<file path="config.mk">
export PLATFORM = sky130hd
export DESIGN_NAME = dte_port_supervision
export DESIGN_NICKNAME = d
export VERILOG_FILES = /design/src/core/dte_port_supervision.v
export VERILOG_INCLUDE_DIRS = /design/src /design/src/inc
export SDC_FILE = /design/constraint.sdc
export NUM_CORES = 1
export LEC_CHECK = 0
export ABC_AREA = 1
export BUFFER_PORTS_ARGS = -buffer_cell sky130_fd_sc_hd__buf_4
export CAP_MARGIN = 20
export CORE_MARGIN = 2
export CORE_UTILIZATION = 60
export DETAILED_ROUTE_END_ITERATION = 8
export GPL_TIMING_DRIVEN = 0
export PLACE_DENSITY = 0.86
export SYNTH_ARGS = -nofsm -noshare
export SYNTH_HDL_FRONTEND = slang
export SYNTH_SLANG_ARGS = --single-unit
export TNS_END_PERCENT = 10
</file>
<file path="constraint.sdc">
create_clock -name pclk -period 4.8 [get_ports pclk]
set_input_delay 0.48 -clock pclk [delete_from_list [all_inputs] [get_ports pclk]]
set_output_delay 0.48 -clock pclk [all_outputs]
set_load 0.02 [all_outputs]
</file>
<file path="src/inc/dte_port_defs.vh">
// Constants for the DTE port supervision block
`ifndef DTE_PORT_DEFS_VH
`define DTE_PORT_DEFS_VH

// Timing
`define CLK_HZ          25000000
`define SEC_TIME_S      1
`define SEC_CYCLES      (`CLK_HZ * `SEC_TIME_S)
`define SECS_PER_MIN    13'h03C

// Register byte offsets
`define OFS_CTRL        12'h000
`define OFS_TEST_DUR    12'h004
`define OFS_LMI_CUSTOM  12'h008
`define OFS_LMI_SYSTEM  12'h00C
`define OFS_TEST_CMD    12'h010
`define OFS_STATUS      12'h014
`define OFS_ENQ_COUNT   12'h018

// Control register fields
`define CTRL_TMO_EN     0
`define CTRL_CLK_EXT    1
`define CTRL_INV_LO     2
`define CTRL_INV_HI     3
`define CTRL_RTS_MON    4
`define CTRL_DTR_MON    5
`define CTRL_DTE_LOOP   6
`define CTRL_LMI_LO     7
`define CTRL_LMI_HI     9
`define CTRL_LMI_CUSTOM 10
`define CTRL_RESET      11'h031

// Invert modes
`define INV_AUTO        2'h0
`define INV_ON          2'h1
`define INV_OFF         2'h2

// LMI modes and variants
`define LMI_INIT_IF     3'h0
`define LMI_RELEARN     3'h1
`define LMI_FIX_STD     3'h2
`define LMI_FIX_A       3'h3
`define LMI_FIX_D       3'h4
`define VAR_STD         2'h0
`define VAR_ANNEX_A     2'h1
`define VAR_ANNEX_D     2'h2

// Test duration (minutes)
`define DUR_MIN         7'h01
`define DUR_MAX         7'h78
`define DUR_RESET       7'h0A

// LMI parameter fields: n2 [3:0], n3 [11:8], t2 step [18:16], t3 step [26:24]
`define LMI_RESET       27'h4030103
`define N_MIN           7'h01
`define N_MAX           7'h0A
`define STEP_MIN        7'h01
`define STEP_MAX        7'h06
`define STEP_SECS       5'h05

// Test command bits
`define CMD_LOOP        0
`define CMD_PATTERN     1
`define CMD_STOP        2

`endif

</file>
<file path="src/core/dte_port_supervision.v">
// DTE port supervision: clocking, lead monitoring, tests and LMI settings
//
// Added by the designer: register access over APB and the placing of the registers.
`timescale 1ns/1ps
`include "dte_port_defs.vh"

module dte_port_supervision #(
	parameter SEC_CYCLES = `SEC_CYCLES
) (
	// Clock and reset
	input  wire        pclk,
	input  wire        presetn,
	// APB slave
	input  wire        psel,
	input  wire        penable,
	input  wire        pwrite,
	input  wire [11:0] paddr,
	input  wire [31:0] pwdata,
	output reg  [31:0] prdata,
	output reg         pready,
	output reg         pslverr,
	// DTE pins
	input  wire        rts_in,
	input  wire        dtr_in,
	input  wire        local_loop_request_lead,
	input  wire        dte_ext_tx_clock,
	input  wire        tx_data_in,
	output reg         dce_tx_timing_clock,
	output reg         cts_out,
	// Port data and state
	output reg         rx_data,
	output reg         rx_data_valid,
	output reg         data_enable,
	output reg         dtr_alarm,
	output reg         lmi_down,
	output reg         loop_active,
	output reg         pattern_active,
	// LMI engine side
	input  wire        lmi_poll_valid,
	input  wire [1:0]  lmi_poll_variant,
	input  wire        lmi_msg_error,
	input  wire        lmi_msg_ok,
	input  wire        lmi_enq_rx,
	input  wire        lmi_capture_active,
	output reg  [1:0]  lmi_variant,
	output reg         lmi_error,
	output reg  [3:0]  lmi_n2,
	output reg  [3:0]  lmi_n3,
	output reg  [4:0]  lmi_t2_sec,
	output reg  [4:0]  lmi_t3_sec
);

	function [6:0] clamp;
		input [6:0] v;
		input [6:0] lo;
		input [6:0] hi;
		begin
			if (v < lo)
				clamp = lo;
			else if (v > hi)
				clamp = hi;
			else
				clamp = v;
		end
	endfunction

	// Registers
	reg  [10:0] ctrl_q;
	reg  [6:0]  dur_q;
	reg  [26:0] lmi_cus_q;
	reg  [26:0] lmi_sys_q;
	reg  [7:0]  enq_count_q;

	// Synchronisers: rts, dtr, loop lead, ext clock, data
	reg  [4:0]  s1_q;
	reg  [4:0]  s2_q;
	reg  [4:0]  s3_q;
	wire        rts_s   = s2_q[0];
	wire        dtr_s   = s2_q[1];
	wire        td_s    = s2_q[4];
	wire        loop_rise = s2_q[2] & ~s3_q[2];
	wire        loop_fall = ~s2_q[2] & s3_q[2];
	wire        xclk_rise = s2_q[3] & ~s3_q[3];
	wire        td_edge = s2_q[4] ^ s3_q[4];

	always @(posedge pclk or negedge presetn) begin
		if (!presetn) begin
			s1_q <= 5'h00;
			s2_q <= 5'h00;
			s3_q <= 5'h00;
		end else begin
			s1_q <= {tx_data_in, dte_ext_tx_clock, local_loop_request_lead,
				dtr_in, rts_in};
			s2_q <= s1_q;
			s3_q <= s2_q;
		end
	end

	// APB access
	wire        acc     = psel & penable & pready;
	wire        wr      = acc & pwrite;
	wire        wr_ctrl = wr & (paddr == `OFS_CTRL);
	wire        wr_cmd  = wr & (paddr == `OFS_TEST_CMD);
	wire        src_chg = wr_ctrl &
		(pwdata[`CTRL_CLK_EXT] != ctrl_q[`CTRL_CLK_EXT]);
	wire        mode_chg = wr_ctrl &
		(pwdata[`CTRL_LMI_HI:`CTRL_LMI_LO] !=
		 ctrl_q[`CTRL_LMI_HI:`CTRL_LMI_LO]);

	// Effective lead states
	wire rts_eff = rts_s | ~ctrl_q[`CTRL_RTS_MON];
	wire dtr_eff = dtr_s | ~ctrl_q[`CTRL_DTR_MON];

	// Second tick
	reg  [24:0] pre_q;
	wire        sec_tick = ({7'h00, pre_q} == SEC_CYCLES - 1);

	// Test state
	reg         test_q;
	reg         pat_q;
	reg         dte_loop_q;
	reg  [12:0] test_sec_q;
	reg         tmo_seen_q;
	wire [12:0] test_limit = {6'h00, dur_q} * `SECS_PER_MIN;
	wire        tmo_hit = test_q & ctrl_q[`CTRL_TMO_EN] & sec_tick &
		(test_sec_q + 13'h0001 >= test_limit);

	// Clock phase and inversion
	reg  [2:0]  ph_q;
	reg         auto_inv_q;
	reg  [3:0]  viol_q;
	wire [2:0]  ph_d = ph_q + 3'h1;
	wire        near_sample = (ph_q == 3'h3) | (ph_q == 3'h4) |
		(ph_q == 3'h5);
	reg         inv;

	always @* begin
		case (ctrl_q[`CTRL_INV_HI:`CTRL_INV_LO])
			`INV_ON:  inv = 1'b1;
			`INV_OFF: inv = 1'b0;
			default:  inv = auto_inv_q;
		endcase
	end

	wire sample = ctrl_q[`CTRL_CLK_EXT] ? xclk_rise :
		(ph_q == 3'h4);

	// Effective LMI parameters
	wire [26:0] lmi_sel = ctrl_q[`CTRL_LMI_CUSTOM] ? lmi_cus_q :
		lmi_sys_q;
	wire [6:0]  n2_c = clamp({3'h0, lmi_sel[3:0]}, `N_MIN, `N_MAX);
	wire [6:0]  n3_c = clamp({3'h0, lmi_sel[11:8]}, `N_MIN, `N_MAX);
	wire [6:0]  t2_c = clamp({4'h0, lmi_sel[18:16]}, `STEP_MIN,
		`STEP_MAX);
	wire [6:0]  t3_c = clamp({4'h0, lmi_sel[26:24]}, `STEP_MIN,
		`STEP_MAX);
	wire [4:0]  t2_secs = t2_c[4:0] * `STEP_SECS;
	wire [4:0]  t3_secs = t3_c[4:0] * `STEP_SECS;

	// LMI supervision
	reg  [3:0]  err_cnt_q;
	reg  [3:0]  ok_cnt_q;
	reg         learned_q;
	reg  [4:0]  enq_sec_q;
	reg  [4:0]  win_sec_q;
	reg  [7:0]  win_cnt_q;
	reg         enq_miss_q;
	reg         link_down_q;
	wire        enq_late = sec_tick & (enq_sec_q + 5'h01 >= t2_secs);
	wire        any_err = lmi_msg_error | enq_miss_q;
	wire        link_down_d = lmi_error | ~rts_eff | ~dtr_eff;
	wire [2:0]  lmi_mode = ctrl_q[`CTRL_LMI_HI:`CTRL_LMI_LO];

	always @(posedge pclk or negedge presetn) begin
		if (!presetn) begin
			pre_q        <= 25'h0000000;
			ctrl_q       <= `CTRL_RESET;
			dur_q        <= `DUR_RESET;
			lmi_cus_q    <= `LMI_RESET;
			lmi_sys_q    <= `LMI_RESET;
			test_q       <= 1'b0;
			pat_q        <= 1'b0;
			dte_loop_q   <= 1'b0;
			test_sec_q   <= 13'h0000;
			tmo_seen_q   <= 1'b0;
			ph_q         <= 3'h0;
			auto_inv_q   <= 1'b0;
			viol_q       <= 4'h0;
			err_cnt_q    <= 4'h0;
			ok_cnt_q     <= 4'h0;
			learned_q    <= 1'b0;
			enq_sec_q    <= 5'h00;
			win_sec_q    <= 5'h00;
			win_cnt_q    <= 8'h00;
			enq_count_q  <= 8'h00;
			enq_miss_q   <= 1'b0;
			link_down_q  <= 1'b0;
		end else begin
			pre_q <= sec_tick ? 25'h0000000 : pre_q + 25'h0000001;
			ph_q  <= ph_d;
			// Register writes
			if (wr_ctrl)
				ctrl_q <= pwdata[10:0];
			if (wr & (paddr == `OFS_TEST_DUR))
				dur_q <= (pwdata[31:7] != 25'h0000000) ? `DUR_MAX :
					clamp(pwdata[6:0], `DUR_MIN, `DUR_MAX);
			if (wr & (paddr == `OFS_LMI_CUSTOM))
				lmi_cus_q <= pwdata[26:0];
			if (wr & (paddr == `OFS_LMI_SYSTEM))
				lmi_sys_q <= pwdata[26:0];
			// User tests: start, stop, timeout, source-change abort
			if (src_chg | tmo_hit | (wr_cmd & pwdata[`CMD_STOP])) begin
				test_q <= 1'b0;
				pat_q  <= 1'b0;
			end else if (wr_cmd & (pwdata[`CMD_LOOP] |
				pwdata[`CMD_PATTERN])) begin
				test_q <= 1'b1;
				pat_q  <= pwdata[`CMD_PATTERN] & ~pwdata[`CMD_LOOP];
			end
			if (tmo_hit)
				tmo_seen_q <= 1'b1;
			else if (wr_cmd)
				tmo_seen_q <= 1'b0;
			// Timer only runs for user tests; DTE loops never time out
			if (wr_cmd | ~test_q)
				test_sec_q <= 13'h0000;
			else if (sec_tick)
				test_sec_q <= test_sec_q + 13'h0001;
			// DTE loopback follows lead edges, so an abort holds until re-raised
			if (src_chg | ~ctrl_q[`CTRL_DTE_LOOP] | loop_fall)
				dte_loop_q <= 1'b0;
			else if (loop_rise)
				dte_loop_q <= 1'b1;
			// Auto inversion: flip after 16 data edges too close to sampling
			if (td_edge & ~ctrl_q[`CTRL_CLK_EXT]) begin
				if (near_sample) begin
					if (viol_q == 4'hF) begin
						auto_inv_q <= ~auto_inv_q;
						viol_q     <= 4'h0;
					end else begin
						viol_q <= viol_q + 4'h1;
					end
				end else begin
					viol_q <= 4'h0;
				end
			end
			// LMI error reporting and clearing
			if (~lmi_error) begin
				if (lmi_msg_ok)
					err_cnt_q <= 4'h0;
				else if (any_err)
					err_cnt_q <= err_cnt_q + 4'h1;
				ok_cnt_q <= 4'h0;
			end else begin
				err_cnt_q <= 4'h0;
				if (any_err)
					ok_cnt_q <= 4'h0;
				else if (lmi_msg_ok)
					ok_cnt_q <= ok_cnt_q + 4'h1;
			end
			// Enquiry expectation and measurement window
			enq_miss_q <= enq_late & ~lmi_enq_rx;
			if (lmi_enq_rx | enq_late)
				enq_sec_q <= 5'h00;
			else if (sec_tick)
				enq_sec_q <= enq_sec_q + 5'h01;
			if (sec_tick & (win_sec_q + 5'h01 >= t3_secs)) begin
				win_sec_q   <= 5'h00;
				enq_count_q <= win_cnt_q +
					{7'h00, lmi_enq_rx & (win_cnt_q != 8'hFF)};
				win_cnt_q   <= 8'h00;
			end else begin
				if (sec_tick)
					win_sec_q <= win_sec_q + 5'h01;
				if (lmi_enq_rx & (win_cnt_q != 8'hFF))
					win_cnt_q <= win_cnt_q + 8'h01;
			end
			// Variant discovery
			link_down_q <= link_down_d;
			if (mode_chg | ((lmi_mode == `LMI_RELEARN) & link_down_d &
				~link_down_q))
				learned_q <= 1'b0;
			else if (lmi_poll_valid & ((lmi_mode == `LMI_INIT_IF) |
				(lmi_mode == `LMI_RELEARN)))
				learned_q <= 1'b1;
		end
	end

	// Registered outputs
	always @(posedge pclk or negedge presetn) begin
		if (!presetn) begin
			prdata              <= 32'h00000000;
			pready              <= 1'b0;
			pslverr             <= 1'b0;
			dce_tx_timing_clock <= 1'b0;
			cts_out             <= 1'b0;
			rx_data             <= 1'b0;
			rx_data_valid       <= 1'b0;
			data_enable         <= 1'b0;
			dtr_alarm           <= 1'b0;
			lmi_down            <= 1'b0;
			loop_active         <= 1'b0;
			pattern_active      <= 1'b0;
			lmi_variant         <= `VAR_STD;
			lmi_error           <= 1'b0;
			lmi_n2              <= 4'h3;
			lmi_n3              <= 4'h1;
			lmi_t2_sec          <= 5'h0F;
			lmi_t3_sec          <= 5'h14;
		end else begin
			// Answer in the first access cycle; data prepared during setup
			pready  <= psel & ~penable;
			pslverr <= psel & ~penable & (paddr > `OFS_ENQ_COUNT |
				paddr[1:0] != 2'h0);
			if (psel & ~penable & ~pwrite) begin
				case (paddr)
					`OFS_CTRL:       prdata <= {21'h000000, ctrl_q};
					`OFS_TEST_DUR:   prdata <= {25'h0000000, dur_q};
					`OFS_LMI_CUSTOM: prdata <= {5'h00, lmi_cus_q};
					`OFS_LMI_SYSTEM: prdata <= {5'h00, lmi_sys_q};
					`OFS_STATUS:     prdata <= {19'h00000, tmo_seen_q,
						learned_q, lmi_variant, lmi_error, auto_inv_q,
						data_enable, lmi_down, dtr_alarm, cts_out,
						dte_loop_q, pat_q, test_q};
					`OFS_ENQ_COUNT:  prdata <= {24'h000000, enq_count_q};
					default:         prdata <= 32'h00000000;
				endcase
			end
			dce_tx_timing_clock <= ph_d[2] ^ inv;
			cts_out     <= rts_eff;
			dtr_alarm   <= ~dtr_eff;
			lmi_down    <= link_down_d;
			data_enable <= rts_eff & dtr_eff;
			rx_data_valid <= sample & rts_eff & dtr_eff;
			if (sample)
				rx_data <= td_s;
			loop_active    <= (test_q & ~pat_q) | dte_loop_q;
			pattern_active <= test_q & pat_q;
			if (lmi_error) begin
				if (~any_err & lmi_msg_ok & (ok_cnt_q + 4'h1 >= n3_c[3:0]))
					lmi_error <= 1'b0;
			end else if (any_err & ~lmi_msg_ok &
				(err_cnt_q + 4'h1 >= n2_c[3:0])) begin
				lmi_error <= 1'b1;
			end
			case (lmi_mode)
				`LMI_FIX_STD: lmi_variant <= `VAR_STD;
				`LMI_FIX_A:   lmi_variant <= `VAR_ANNEX_A;
				`LMI_FIX_D:   lmi_variant <= `VAR_ANNEX_D;
				default: begin
					if (lmi_poll_valid & ~learned_q)
						lmi_variant <= lmi_poll_variant;
				end
			endcase
			lmi_n2     <= n2_c[3:0];
			lmi_n3     <= n3_c[3:0];
			lmi_t2_sec <= t2_secs;
			lmi_t3_sec <= t3_secs;
		end
	end

endmodule

</file>
==> impl_metrics.yaml, run 1 <==
outcome:
  status: "completed"
timing:
  fmax_ghz: 0.2377
  setup_tns_ns: 0
  period_minus_slack_ns: 4.207
  report.final.setup_viol: 0
  slew-limit-headroom_pct: 34.26
  drv_slew: 0
  whs_ns: 0.04786
  fin_skew_ns: 0.02105
  rsz0062_at_grt: "false"
  min_period_over_period_pct: 87.64
  tightest_slew_ns: 0.9786
  finalWorstSetupSlack_ns: 0.5932
  hold_viol: 0
routing:
  wl_per_cell_um: 16.89
  avgViaCountPerCell: 5.637
  drt-total-wl_um: 33690
  dr.pass1.iters: 6
  vias: 11240
  drc: 0
  postRouteAntennaNets: 0
  drt_iter0_drc: 1231
setup_path:
  reg2reg_slack_ns: 0.59
  ff2ff_path_depth: 21
  r2r-end: "test_q$_DFFE_PN0P_"
  end_kind: "flip-flop"
  path_class: "reg -> reg"
  critPathMaxFanout: 4
  worstSetupStartpointType: "flip-flop"
  r2r-start: "dur_q[3]$_DFFE_PN1P_"
  cp.arrival_ns: 4.62
  required_ns: 5.21
logic_synthesis:
  synth_area_leaders: "dfrtp_1 41%, nand2_1 12%, inv_1 6.7%"
  yosys.area.top_type: "dfrtp_1"
  synth_warnings: 0
  synth_edf_count: 0
  synth_cell_types: 48
  synth_area_um2: 12590
  avgSynthCellArea_um2: 8.106
  synth-seq-cells: 230
  seq_area_frac_synth_pct: 45.98
  syn_inst: 1553
  synthArstFlopShare_pct: 100.0
  yosysTopAreaCellShare_pct: 40.55
  dominantRegCellSynth: "dfrtp_1"
cts:
  cts_setup_buffers: 0
  path_clk_slew_ns: 0.06
  clock_latency_ns: 0.54
  cts_tree: "done"
  htree_levels: 1
  cts_sinks: 230
  numCtsBuffers: 25
  cts_root_buf: "clkbuf_16"
  cts.path.max_buffers: 3
place:
  placed_cell_area_um2: 13890
  place_ws_ns: 0.7712
  place_congestion: 0.9541
  portBuffers: 118
  hpwl_um: 24120
grt:
  grt_pass1_vias: 10840
  grt_max_degree: 98
  antenna_found_initial: 0
  grt_usage_pct: 30.52
  grt.overflow.total: 0
  grt_pass1_wl_um: 53840
die:
  die_area_um2: 22150
  die_h_um: 148.8
  pin_count: 125
  initial_utilization_pct: 61.62
  die_x_um: 148.8
  design.core.area_um2: 20430
  fp-row-count: 52
power:
  switching_share_pct: 24.47
  power_switching_uw: 1141
  p_seq_share_pct: 44.4
  p_leak_uw: 0.007715
  ir_drop_uv: 260.9
  clockPowerShare_pct: 46.4
  cellPowerDensity_nw_per_um2: 314.4
  internal-power_uw: 3522
  power.total_uw: 4663
  comb_power_share_pct: 9.2
layout:
  n_antenna_cell: 0
  nets: 1837
  final_cell_mix: "393 x nand2_1, 224 x inv_1, 204 x dfrtp_1"
  drive_gt1_share_pct: 14.62
  final_common_cell: "nand2_1"
  syn2layout_area_growth_pct: 17.81
  final_design_area_no_fill_um2: 14830
hold_path:
  worst_hold_path_type: "in -> reg"
  hold_depth: 1
  hold_path_end: "s1_q[3]$_DFF_PN0_"
  worstHoldStart: "dte_ext_tx_clock"
run:
  cap_violations: 0
## worst max path at each step
stage | depth (start not counted) | to | slack, ns | from
floorplan | 21 | test_q$_DFFE_PN0P_ | 1.18 | dur_q[1]$_DFFE_PN1P_
global route | 21 | test_q$_DFFE_PN0P_ | 0.31 | dur_q[3]$_DFFE_PN1P_
CTS | 21 | test_q$_DFFE_PN0P_ | 0.67 | dur_q[3]$_DFFE_PN1P_
finish | 21 | test_q$_DFFE_PN0P_ | 0.59 | dur_q[3]$_DFFE_PN1P_
detailed placement | 21 | test_q$_DFFE_PN0P_ | 0.77 | dur_q[1]$_DFFE_PN1P_
global placement | 21 | pat_q$_DFFE_PN0P_ | 0.82 | dur_q[3]$_DFFE_PN1P_
## area by class of cell
cell class                 count  area [um2]
buffer                        43       236.5
multi-input combinational   1056        5722
clock inverter                14       239.0
sequential                   230        5788
inverter                     228       857.1
tap                          270       337.8
clock buffer                  32       691.9
timing repair buffer         121       958.4
fill                        1506        5599
## synthesized netlist by cell type, types with 4 or more instances
cell type and count:
a21boi_0 4, a21boi_1 7, a21oi_1 32, buf_2 14, buf_4 9, clkbuf_1 16, dfrtp_1 204, dfstp_2 26
fa_1 11, ha_1 60, inv_1 224, nand2_1 393, nand3_1 111, nand3_2 8, nand3b_1 5, nand4_1 32
nor2_1 121, nor2_2 5, nor3_1 29, o211ai_1 5, o21a_1 4, o21ai_0 110, o21ai_1 25, o22ai_1 4
or2_2 8, xnor2_1 14, xor2_1 35
## power by group through the flow
stage                     Combinational [uW]  Sequential, uW  Clock (uW)
after floorplan                          219            2110           0
after global placement                   396            2100           0
after detailed placement                 422            2100           0
after CTS                                430            2070        2180
after global routing                     479            2080        2260
final                                    430            2070        2160
## cell families (layout without fill, tap and decap cells)
family                   Yosys count  in the layout  synth area share, %
other                              1              5              0.02979
AND/OR/NAND/NOR                  722            722                24.84
buffers and inverters            271            438                8.687
multiplexers                       6              6               0.5069
XOR/XNOR                          49             49                3.409
AO/OA/AOI/OAI                    201            201                8.677
adder cells (fa/ha/maj)           73             73                7.872
flip-flops                       230            230                45.98
## worst max-delay path, cell delays in order (launching register included)
cell     delay (ns)
dfstp_2        0.58
inv_1          0.14
fa_1           0.48
fa_1           0.51
inv_1          0.04
ha_1           0.34
nand2_1        0.06
o21ai_0        0.37
nand2_1        0.10
nand2_1        0.08
a21oi_1        0.07
xor2_1         0.16
ha_1           0.31
nand2_1        0.06
nor2_1         0.16
nand2_1        0.07
nor2_1         0.11
nor2_1         0.05
nand2_1        0.08
nand2_1        0.11
nand3_1        0.13
nor2_1         0.08
## flip-flops by register name, summed over array words and instances (netlist names), 7 cells and up
name,flops
test_sec_q,13
lmi_cus_q,27
ctrl_q,11
pre_q,25
lmi_sys_q,27
dur_q,7
win_cnt_q,8
prdata,27
enq_count_q,8
## through the flow
stage,instances,util (%)
floorplan,1557,-
global placement,1945,67.68
detailed placement,1947,67.99
CTS,1994,72.59
global route,1994,72.59
finish,1994,72.59
## per-layer routing
metal | vias to the layer above | global-route usage, % | share of wire (%)
met5 | - | 0 | 0
met4 | 0 | 10.76 | 3.4
li1 | 5249 | - | -
met1 | 5338 | 40.83 | 40
met2 | 556 | 50.25 | 48
met3 | 98 | 5.841 | 9.1
## repair_timing
action / in CTS / in global routing
hold buffers: 1 / 0
resized for setup: 0 / 0
endpoints found under the hold margin: 36 / 0
(Power assumes the default switching activity.)
==> inputs of run 2 (changes only) <==
--- a/config.mk
+++ b/config.mk
@@ -9,8 +9,10 @@
 export ABC_AREA = 1
 export BUFFER_PORTS_ARGS = -buffer_cell sky130_fd_sc_hd__buf_4
 export CAP_MARGIN = 20
+export CELL_PAD_IN_SITES_DETAIL_PLACEMENT = 2
+export CELL_PAD_IN_SITES_GLOBAL_PLACEMENT = 2
 export CORE_MARGIN = 2
-export CORE_UTILIZATION = 60
+export CORE_UTILIZATION = 36
 export DETAILED_ROUTE_END_ITERATION = 8
 export GPL_TIMING_DRIVEN = 0
 export PLACE_DENSITY = 0.86
==> run 2 against run 1 <==
Net effect: combinational power increased by 4%; routed wire length increased by 36%; clock-buffer cell count increased by 9; first-iteration DRC count decreased by 59%; non-clock buffer count decreased by 1; via count increased by 1.4%; register-to-register slack got worse by 0.26 ns.
==> impl_metrics.yaml, run 2 (synthesis results as in run 1) <==
outcome:
  status: "completed"
layout:
  final_util_pct: 43.75
  final_design_area_no_fill_um2: 15070
  syn2layout_area_growth_pct: 19.75
  final_common_cell: "nand2_1"
  nFillCells: 3912
  final_cell_mix: "393 x nand2_1, 224 x inv_1, 204 x dfrtp_1"
  drive_gt1_share_pct: 14.52
  largestRegisters: "lmi_cus_q x27, lmi_sys_q x27, prdata x27"
  n_antenna_cell: 0
  nets: 1839
setup_path:
  path_cells: "buf_2 -> buf_2 -> o21ai_0 -> o221ai_1 -> o21ai_0 -> ha_1 -> xor2_1 -> inv_1 -> ha_1 -> nand2_1 -> o21ai_0 -> nor2_1 -> nor3_1"
  crit_start: "ctrl_q[10]$_DFFE_PN0P_"
  worstSetupStartpointType: "flip-flop"
  r2r-start: "ctrl_q[10]$_DFFE_PN0P_"
  cp.arrival_ns: 4.86
  cp_slowest_cell: "o21ai_0"
  path_class: "reg -> reg"
  reg2reg_slack_ns: 0.33
  required_ns: 5.19
  critPathMaxStageDelay_ns: 0.86
  ff2ff_path_depth: 13
  critical-path-top-delay-family: "compound AO/OA/AOI/OAI gates"
  r2r-end: "enq_miss_q$_DFF_PN0_"
  crit_buf_inv: 3
  crit_path_frequent_cell: "o21ai_0"
  end_kind: "flip-flop"
  critPathMaxFanout: 10
routing:
  postRouteAntennaNets: 0
  drc: 0
  vias: 11400
  drt-total-wl_um: 45810
  drt_iter0_drc: 508
  avgViaCountPerCell: 5.219
  dr.pass1.iters: 4
  wl_per_cell_um: 20.98
grt:
  grt.overflow.total: 0
  grt_pass1_vias: 13030
  antenna_found_initial: 0
  grt_max_degree: 122
  grt_pass1_wl_um: 72660
  grt_usage_pct: 25.55
hold_path:
  worst_hold_path_type: "in -> async"
power:
  p_leak_uw: 0.007714
  cellPowerDensity_nw_per_um2: 319.2
  power.total_uw: 4812
  ir_drop_uv: 210.6
timing:
  tightest_slew_ns: 1.048
  min_period_over_period_pct: 93.11
  report.final.setup_viol: 0
  setup_tns_ns: 0
  slew-limit-headroom_pct: 29.40
  rsz0062_at_grt: "false"
  fmax_ghz: 0.2238
  period_minus_slack_ns: 4.469
  hold_viol: 0
  drv_slew: 0
  fin_skew_ns: 0.01092
cts:
  clock_latency_ns: 0.56
  cts.path.max_buffers: 3
  cts_root_buf: "clkbuf_16"
  htree_levels: 1
  cts_hold_buf: 0
  numCtsBuffers: 28
  cts_tree: "done"
  cts_resized: 0
  cts_sinks: 230
  cts_setup_buffers: 0
  path_clk_slew_ns: 0.06
die:
  pin_count: 125
  fp-row-count: 68
  die_h_um: 191.0
  initial_utilization_pct: 36.53
  design.core.area_um2: 34460
  die_area_um2: 36480
  die_x_um: 191.0
place:
  placed_cell_area_um2: 14090
  portBuffers: 118
  place_congestion: 0.8564
  hpwl_um: 33100
run:
  cap_violations: 0
## run 2: layout make-up
class	instances	area, um2	area share [%]
well taps	455	569.3	3.777
flip-flops and latches	230	5788	38.40
clock inverters	11	182.7	1.212
repair buffers	120	928.4	6.159
clock buffers	41	790.8	5.246
multi-input cells	1056	5722	37.96
inverters	228	857.1	5.686
plain buffers	43	236.5	1.569
## run 2: worst reg2reg max path: stages, from the launching register on
cell	delay [ns]
dfrtp_1	0.37
buf_2	0.19
buf_2	0.24
o21ai_0	0.86
o221ai_1	0.46
o21ai_0	0.39
ha_1	0.28
xor2_1	0.25
inv_1	0.09
ha_1	0.31
nand2_1	0.05
o21ai_0	0.19
nor2_1	0.17
nor3_1	0.45
## run 2: stage by stage
stage	std cells	hold slack, ns	setup WS (ns)
4_1_cts	2183	0.02221	0.3329
3_3_place_gp	2130	0.3325	0.5495
3_5_place_dp	2131	0.3385	0.3781
2_1_floorplan	1557	0.1844	1.179
6_report	2184	0.009728	0.3308
5_1_grt	2184	0.01387	0.1240
## run 2: where the power goes
group | leakage (uW) | switching, uW | internal, uW
Combinational | 0.00429 | 277 | 172
Clock | 0.000474 | 882 | 1400
Sequential | 0.00295 | 77.8 | 2000
Total | 0.00771 | 1240 | 3580
## run 2: worst max path at each step
| stage | endpoint | slack (ns) | cells past startpoint |
|---|---|---|---|
| floorplan | test_q$_DFFE_PN0P_ | 1.18 | 21 |
| global placement | enq_miss_q$_DFF_PN0_ | 0.55 | 13 |
| detailed placement | enq_miss_q$_DFF_PN0_ | 0.38 | 13 |
| CTS | enq_miss_q$_DFF_PN0_ | 0.33 | 13 |
| global route | test_q$_DFFE_PN0P_ | 0.12 | 20 |
| finish | enq_miss_q$_DFF_PN0_ | 0.33 | 13 |
## run 2: per-layer routing
metal | share of wire [%] | vias to the layer above | wire length (um) | track usage (%)
met1 | 43 | 5854 | 19610 | 31.63
met4 | 2.6 | 0 | 1198 | 7.424
met5 | 0 | - | 0 | 0
met3 | 3.4 | 69 | 1553 | 2.956
li1 | - | 5257 | - | -
met2 | 51 | 218 | 23450 | 46.53
